===== config.mk =====
export PLATFORM = sky130hd
export DESIGN_NAME = ccb_exec
export DESIGN_NICKNAME = d
export VERILOG_FILES = /design/src/shared/ccb_pkg.sv /design/src/logic/ccb_return_stack.sv /design/src/logic/ccb_exec.sv
export SDC_FILE = /design/constraint.sdc
export NUM_CORES = 1
export LEC_CHECK = 0
export BUFFER_PORTS_ARGS = -buffer_cell sky130_fd_sc_hd__buf_2
export CAP_MARGIN = 20
export CORE_MARGIN = 3
export CORE_UTILIZATION = 55
export DETAILED_ROUTE_END_ITERATION = 6
export PLACE_DENSITY_LB_ADDON = 0.08
export SKIP_CTS_REPAIR_TIMING = 1
export SLEW_MARGIN = 20
export SYNTH_ARGS = -nofsm -noshare
export SYNTH_HDL_FRONTEND = slang
export SYNTH_SLANG_ARGS = --single-unit

===== constraint.sdc =====
create_clock -name clk -period 2.9 [get_ports clk]
set_clock_uncertainty 0.1 [all_clocks]
set_input_delay 0.58 -clock clk [delete_from_list [all_inputs] [get_ports clk]]
set_output_delay 0.58 -clock clk [all_outputs]
set_load 0.05 [all_outputs]

===== src/shared/ccb_pkg.sv =====
// Shared constants and carriers for the call/compare/decimal execution block.
// Assumes one clk edge per instruction cycle; Q phases are not modelled.
`default_nettype none
package ccb_pkg;
    localparam int PC_W       = 21;
    localparam int DA_W       = 14;
    localparam int BANK_SEL_W = 6;
    localparam int INSN_W     = 16;

    // Instruction encodings
    localparam logic [15:0] OP_CALL_VIA_ACC  = 16'h0014;
    localparam logic [15:0] OP_DECIMAL_ADJ   = 16'h0007;
    localparam logic [15:0] OP_BYTE_MASK     = 16'hFE00;
    localparam logic [15:0] OP_CMP_SKIP_LESS = 16'h6000;
    localparam logic [15:0] OP_CLEAR_FILE    = 16'h6A00;
    // Two-word instructions: register move, and the 0xEC..0xEF group
    localparam logic [15:0] TWO_WORD_MASK_A  = 16'hF000;
    localparam logic [15:0] TWO_WORD_VAL_A   = 16'hC000;
    localparam logic [15:0] TWO_WORD_MASK_B  = 16'hFC00;
    localparam logic [15:0] TWO_WORD_VAL_B   = 16'hEC00;

    localparam int          ACC_SEL_BIT    = 8;
    localparam logic [7:0]  ACCESS_SPLIT   = 8'h60;
    localparam logic [5:0]  ACCESS_HI_BANK = 6'h3F;

    localparam logic [20:0] PC_STEP    = 21'h00_0002;
    localparam logic [20:0] PC_RESET   = 21'h00_0000;
    localparam logic [3:0]  BCD_LIMIT  = 4'h9;
    localparam logic [3:0]  BCD_FIX    = 4'h6;
    localparam logic [7:0]  CLEAR_BYTE = 8'h00;
    localparam int          STACK_DEPTH = 31;

    typedef struct packed {
        logic [7:0]            acc;
        logic [BANK_SEL_W-1:0] bank_sel;
        logic [7:0]            latch_high;
        logic [4:0]            latch_upper;
        logic                  carry;
        logic                  half_carry;
        logic                  zero;
    } ccb_arch_t;

    typedef struct packed {
        logic [DA_W-1:0] addr;
        logic [7:0]      wdata;
        logic            we;
    } ccb_dmem_req_t;
endpackage
`default_nettype wire


===== src/logic/ccb_return_stack.sv =====
// Hardware return stack with a registered top-of-stack output.
// Assumes the core never pushes and pops in the same cycle; push wins if so.
`default_nettype none
module ccb_return_stack #(
    parameter int DEPTH = 31,
    parameter int WIDTH = 21
) (
    input  wire logic             clk,
    input  wire logic             srst,
    input  wire logic             push,
    input  wire logic [WIDTH-1:0] push_data,
    input  wire logic             pop,
    output logic      [WIDTH-1:0] top,
    output logic                  full
);
    localparam int PW = $clog2(DEPTH + 1);
    localparam logic [PW-1:0] PTR_ONE  = PW'(1);
    localparam logic [PW-1:0] PTR_TWO  = PW'(2);
    localparam logic [PW-1:0] PTR_FULL = PW'(DEPTH);

    logic [WIDTH-1:0] mem [DEPTH];
    logic [PW-1:0]    ptr;

    assign full = (ptr == PTR_FULL);

    // Pushes on a full stack are dropped so that older return addresses live
    always_ff @(posedge clk) begin
        if (push && !full) begin
            mem[ptr] <= push_data;
        end
    end

    always_ff @(posedge clk) begin
        if (srst) begin
            ptr <= '0;
        end else if (push) begin
            if (!full) begin
                ptr <= ptr + PTR_ONE;
            end
        end else if (pop && ptr != '0) begin
            ptr <= ptr - PTR_ONE;
        end
    end

    always_ff @(posedge clk) begin
        if (srst) begin
            top <= '0;
        end else if (push) begin
            if (!full) begin
                top <= push_data;
            end
        end else if (pop && ptr != '0) begin
            top <= (ptr >= PTR_TWO) ? mem[ptr - PTR_TWO] : '0;
        end
    end
endmodule // ccb_return_stack
`default_nettype wire


===== src/logic/ccb_exec.sv =====
// Fetch and execute for four core instructions: indirect call, clear file
// byte, compare-skip-if-less and decimal adjust.
// Assumes program and data memory answer combinationally in the same cycle.
`default_nettype none
// Behaviour
// [RULE1] Indirect call pushes its own address plus two onto the stack top.
// [RULE2] Indirect call loads program counter low byte from the accumulator.
// [RULE3] Indirect call copies high and upper latches into the counter.
// [RULE4] Indirect call takes two cycles; second is a bubble.
// [RULE5] Indirect call leaves accumulator, flags and bank select untouched.
// [RULE6] Compare subtracts unsigned, stores nothing, changes no flag.
// [RULE7] When byte is less than accumulator, next word becomes a bubble.
// [RULE8] Access bit zero addresses the fixed access bank.
// [RULE9] Access bit one forms the address from bank select.
// [RULE10] Decimal adjust fixes the accumulator to packed BCD in one cycle.
// [RULE11] Low nibble above nine or half carry set adds six.
// [RULE12] High nibble gets plus half carry, plus six when above nine or carry.
// [RULE13] Decimal adjust sets carry on decimal carry out, else keeps it.
// [RULE14] Clear file byte writes zero, sets zero flag, in one cycle.
// [RULE15] Skipping a two-word instruction costs three cycles in total.
module ccb_exec #(
    parameter int STACK_DEPTH = ccb_pkg::STACK_DEPTH
) (
    input  wire logic                         clk,
    input  wire logic                         srst,
    output logic      [ccb_pkg::PC_W-1:0]     prog_addr,
    input  wire logic [ccb_pkg::INSN_W-1:0]   prog_data,
    output ccb_pkg::ccb_dmem_req_t            dmem_req,
    input  wire logic [7:0]                   dmem_rdata,
    input  wire logic                         arch_load_valid,
    input  wire ccb_pkg::ccb_arch_t           arch_load,
    output ccb_pkg::ccb_arch_t                arch,
    input  wire logic                         stack_pop,
    output logic      [ccb_pkg::PC_W-1:0]     stack_top,
    output logic                              stack_full,
    output logic                              exec_valid
);
    typedef enum logic [4:0] {
        CCB_OTHER  = 5'b00001,
        CCB_CALL   = 5'b00010,
        CCB_CMPLT  = 5'b00100,
        CCB_CLEAR  = 5'b01000,
        CCB_DECADJ = 5'b10000
    } ccb_op_t;

    logic [ccb_pkg::PC_W-1:0]   pc;
    logic [ccb_pkg::INSN_W-1:0] ir;
    logic [ccb_pkg::PC_W-1:0]   ir_pc;
    logic                       ir_valid;
    logic                       squash_second;
    ccb_op_t                    op;
    logic                       skip;
    logic                       fetched_two_word;
    logic [ccb_pkg::PC_W-1:0]   call_target;
    logic [7:0]                 file_sel;
    logic [ccb_pkg::DA_W-1:0]   file_addr;
    logic [7:0]                 adj_result;
    logic                       adj_carry;

    assign prog_addr  = pc;
    assign exec_valid = ir_valid;

    always_comb begin
        op = CCB_OTHER;
        if (ir_valid) begin
            if (ir == ccb_pkg::OP_CALL_VIA_ACC) begin
                op = CCB_CALL;
            end else if (ir == ccb_pkg::OP_DECIMAL_ADJ) begin
                op = CCB_DECADJ;
            end else if ((ir & ccb_pkg::OP_BYTE_MASK) ==
                         ccb_pkg::OP_CMP_SKIP_LESS) begin
                op = CCB_CMPLT;
            end else if ((ir & ccb_pkg::OP_BYTE_MASK) ==
                         ccb_pkg::OP_CLEAR_FILE) begin
                op = CCB_CLEAR;
            end
        end
    end

    // File address: access bank split or bank-select page
    assign file_sel = ir[7:0];
    always_comb begin
        if (ir[ccb_pkg::ACC_SEL_BIT]) begin
            file_addr = {arch.bank_sel, file_sel}; // RULE9
        end else if (file_sel < ccb_pkg::ACCESS_SPLIT) begin
            file_addr = {{ccb_pkg::BANK_SEL_W{1'b0}}, file_sel}; // RULE8
        end else begin
            file_addr = {ccb_pkg::ACCESS_HI_BANK, file_sel}; // RULE8
        end
    end

    assign dmem_req.addr  = file_addr;
    assign dmem_req.wdata = ccb_pkg::CLEAR_BYTE; // RULE14
    assign dmem_req.we    = (op == CCB_CLEAR); // RULE14

    // Unsigned compare; the difference is never stored
    assign skip = (op == CCB_CMPLT) && (dmem_rdata < arch.acc); // RULE6

    assign fetched_two_word =
        ((prog_data & ccb_pkg::TWO_WORD_MASK_A) == ccb_pkg::TWO_WORD_VAL_A) ||
        ((prog_data & ccb_pkg::TWO_WORD_MASK_B) == ccb_pkg::TWO_WORD_VAL_B);

    assign call_target = {arch.latch_upper, arch.latch_high, arch.acc};

    // Decimal adjust, nibble by nibble
    always_comb begin
        logic [3:0] lo;
        logic [4:0] hi_sum;
        logic [4:0] hi;
        lo     = arch.acc[3:0];
        hi_sum = {1'b0, arch.acc[7:4]} + {4'h0, arch.half_carry};
        hi     = hi_sum;
        if (lo > ccb_pkg::BCD_LIMIT || arch.half_carry) begin
            lo = lo + ccb_pkg::BCD_FIX; // RULE11
        end
        if (hi_sum > {1'b0, ccb_pkg::BCD_LIMIT} || arch.carry) begin
            hi = hi_sum + {1'b0, ccb_pkg::BCD_FIX}; // RULE12
        end else begin
            hi = hi_sum; // RULE12
        end
        adj_result = {hi[3:0], lo}; // RULE10
        adj_carry  = arch.carry | hi[4]; // RULE13
    end

    // Fetch: each word in prog_data is latched as the next instruction
    always_ff @(posedge clk) begin
        if (srst) begin
            pc <= ccb_pkg::PC_RESET;
        end else if (op == CCB_CALL) begin
            pc <= call_target; // RULE2 RULE3
        end else begin
            pc <= pc + ccb_pkg::PC_STEP;
        end
    end

    always_ff @(posedge clk) begin
        if (srst) begin
            ir    <= '0;
            ir_pc <= ccb_pkg::PC_RESET;
        end else begin
            ir    <= prog_data;
            ir_pc <= pc;
        end
    end

    // Redirect and skip both turn the word in flight into a bubble
    always_ff @(posedge clk) begin
        if (srst) begin
            ir_valid <= 1'b0;
        end else if (op == CCB_CALL) begin
            ir_valid <= 1'b0; // RULE4
        end else if (skip) begin
            ir_valid <= 1'b0; // RULE7
        end else if (squash_second) begin
            ir_valid <= 1'b0; // RULE15
        end else begin
            ir_valid <= 1'b1;
        end
    end

    // Second word of a skipped two-word instruction is discarded too
    always_ff @(posedge clk) begin
        if (srst) begin
            squash_second <= 1'b0;
        end else begin
            squash_second <= skip && fetched_two_word; // RULE15
        end
    end

    // Architectural state; an external load outranks the instruction
    always_ff @(posedge clk) begin
        if (srst) begin
            arch <= '0;
        end else if (arch_load_valid) begin
            arch <= arch_load;
        end else begin
            case (op)
                CCB_DECADJ: begin
                    arch.acc   <= adj_result; // RULE10
                    arch.carry <= adj_carry; // RULE13
                end
                CCB_CLEAR: begin
                    arch.zero <= 1'b1; // RULE14
                end
                CCB_CALL, CCB_CMPLT, CCB_OTHER: begin
                    arch <= arch; // RULE5 RULE6
                end
                default: begin
                    arch <= arch;
                end
            endcase
        end
    end

    ccb_return_stack #(
        .DEPTH (STACK_DEPTH),
        .WIDTH (ccb_pkg::PC_W)
    ) u_stack (
        .clk       (clk),
        .srst      (srst),
        .push      (op == CCB_CALL), // RULE1
        .push_data (ir_pc + ccb_pkg::PC_STEP), // RULE1
        .pop       (stack_pop),
        .top       (stack_top),
        .full      (stack_full)
    );
endmodule // ccb_exec
`default_nettype wire


==> metrics.md <==
| Metric | Value |
|---|---|
| XOR/XNOR Fraction of Synth Area | `0.01487` |
| Synth Register Bits | `767` |
| Critical Path AT | `2120 ps` |
| Final WS setup | `101.3 ps` |
| Max-slew violation count | `0` |
| Routing usage on met2 | `0.4151` |
| Fill cells | `3769` |
| Peak supply drop | `1.152 mV` |
| DRC Markers | `0` |
| Gr usage total | `0.2628` |
| Die area | `58570 um2` |
| GRT overflow | `0` |
| Count leader, synth | `edfxtp_1` |
| Layer with the highest usage | `met2` |
| Routed via count | `17062` |
| Max cap viols | `0` |
| Sequential fraction of the synthesis area | `0.7139` |
| Vias in the first global route | `16923` |
| Vias per cell | `6.087` |
| Multi-input logic area | `8338 um2` |
| Simple-Gate Fraction of Synth Area | `0.05791` |
| Compound-cell area share of the yosys netlist | `0.04329` |
| Largest family of logic cells by synthesized area | `multiplexers` |
| Crit path capture type | `primary output` |
| Final wirelength | `76690 um` |
| Status | `completed` |
| Post-synthesis mux area share | `0.1376` |
| Wire per inst | `27.36 um` |
| Top post-synthesis cells by count | `edfxtp_1, mux4_2, nor2_1, dfxtp_1, nand2_1` |
| Top_reg_cell synth | `edfxtp_1` |
| Pre-CTS WS | `148.7 ps` |
| Worst-Skew Late Latency | `610 ps` |
| Netlist cell types | `72` |
| Synthesized netlist cell count | `1737` |
| Crit Path Category | `flop to primary output` |
| Core region area | `54450 um2` |
| Final-stage net count | `2082` |
| Clock root buffer | `clkbuf_16` |
| Iteration count of the initial detailed-routing pass | `5` |
| Initial DRC Count | `1714` |
| Final hold slack | `92.86 ps` |
| Final hold violations | `0` |
| Die Wd | `242.0 um` |
| Die height | `242.0 um` |
| Reg area | `21880 um2` |
| Pwr Density | `908.5 nW/um2` |
| Worst path slowest cell | `dfxtp_4` |
| Total power | `32.75 mW` |
| Initial antenna violation count | `0` |
| Syn. warnings | `0` |
| RSZ-0062 raised after global routing | `no` |
| Std cell rows | `85` |
| Async SR Flop Fraction | `0` |
| Post-Synth Adder-Cell Area | `0.008413` |
| Port bufs | `146` |
| Synth area leader | `edfxtp_1` |
| Dpl hpwl | `47780 um` |
| Layout area overhead | `17.66%` |
| Rel. slew slack | `0.4163` |
| Share of layout cells above drive strength 1 | `0.3115` |
| Clk pin slew, worst setup/hold paths | `60 ps` |
| Post-synth EDFFs | `651` |
| Worst min path class | `input pin to flop` |
| Top cell type's share of synthesized area | `0.6381` |
| Max Clock Freq | `357.3 MHz` |
| Critical Path Fanout Max | `16` |
| CTS buffer count | `77` |
| Critical path launch point type | `flop` |
| Setup violators final | `0` |
| Diode count | `0` |
| Boundary pin count | `155` |
| TritonCTS Sinks | `767` |
| Design Area, Final | `36050 um2` |
| Initial core utilization | `0.5626` |
| Synthesized area per cell | `17.64 um2` |
| Min cycle time layout | `2799 ps` |
| CTS tree | `yes` |
| GR Util met1 | `0.3745` |
| Area post-placement | `33470 um2` |
| GP Congestion | `0.8224` |
| Routed Antenna Nets | `0` |
| Met3 Use GR | `0.05246` |
| Area contributors post-synth | `edfxtp_1, mux4_2, dfxtp_1, mux2i_1, nor2_1` |
| CP peak stage delay | `370 ps` |
| Leak | `12.01 nW` |
| Maximum number of pins on one net before global-route repair | `86` |
| CP Data Required Time | `2220 ps` |
| Period utilisation layout | `0.9651` |
| Critical-path cell list | `buf_12, buf_16, nand2_2, nor2_1, buf_4, clkbuf_4` |
| Final std cells w/o fill | `2803` |
| H-Tree Depth | `3` |
| First-pass GRT wire length | `113300 um` |
| # placed instances | `2659` |
| Clk buf depth | `3` |
| Mapped Area | `30640 um2` |
| Least-Margin Pin Slew | `874.6 ps` |
-- cells by family after synthesis --
| family | after synthesis |
|---|---|
| xor gates and xnor gates | 49 |
| buffers and inverters | 130 |
| and+or+nand+nor | 355 |
| AOI/OAI and AO/OA | 194 |
| DFF | 767 |
| muxes | 221 |
| adders and majority gates | 20 |
| other | 1 |
-- power breakdown --
part / total [mW] / switching [mW] / internal, mW / leakage [nW]
clock: 9.79 / 4.05 / 5.75 / 1.23
combinational: 10.6 / 6.19 / 4.45 / 4.16
sequential: 12.3 / 0.275 / 12.0 / 6.62
-- flip-flops by register name, summed over array words and instances (netlist names) --
signal / flops
prog_addr: 21
u_stack.mem: 651
ir_pc: 21
exec_valid: 1
u_stack.ptr: 5
u_stack.top: 21
arch: 30
squash_second: 1
ir: 16
-- final timing paths --
kind | cells past startpoint | startpoint | end | slack [ps]
worst min-delay path | 2 | prog_data[8] | ir[8] | 90
worst max-delay path | 6 | u_stack.ptr[0] | stack_full | 100
worst min register to register | 1 | squash_second | exec_valid | 310
worst max register to register | 9 | ir[3] | u_stack.top[0] | 130
-- stage by stage --
| stage | utilization | TNS, ps |
|---|---|---|
| 5_1_grt | 0.6620 | 0 |
| 3_5_place_dp | 0.6146 | 0 |
| 2_1_floorplan | - | 0 |
| 4_1_cts | 0.6601 | -485.2 |
| 6_report | 0.6620 | 0 |
| 3_3_place_gp | 0.6146 | 0 |
-- area by class of cell --
type                            count  share of cell area
Clock inverter                     40             0.01034
Multi-Input combinational cell    847              0.2313
Inverter                           19            0.001978
Sequential cell                   767              0.6071
Clock buffer                       99             0.05835
Timing Repair Buffer              292             0.06526
Tap cell                          739             0.02565
-- worst max-delay path, delay by kind of cell, from the launching register on --
family | cells | cell delay [ps]
buf+inv | 4 | 830
flops | 1 | 370
simple gates | 2 | 270
-- metal layers --
layer	up-vias	wire (um)
li1	7398	-
met1	8817	31530
met2	704	36870
met3	143	5858
met4	0	2442
met5	-	0
-- cells in the final DEF (no fill, tap or decap), types with 18 or more instances in the layout --
| cell type | instances |
|---|---|
| nand3_1 | 26 |
| nor2_1 | 103 |
| edfxtp_1 | 651 |
| ha_1 | 18 |
| clkinv_2 | 19 |
| dfxtp_1 | 111 |
| clkbuf_16 | 81 |
| nand2_1 | 59 |
| mux2i_1 | 54 |
| nor2_2 | 23 |
| xnor2_1 | 20 |
| buf_12 | 37 |
| a21oi_1 | 54 |
| buf_4 | 107 |
| mux4_2 | 158 |
| buf_2 | 144 |
| nor2b_1 | 42 |
| a211oi_1 | 48 |
No activity file was read; power rests on OpenSTA's default activity.
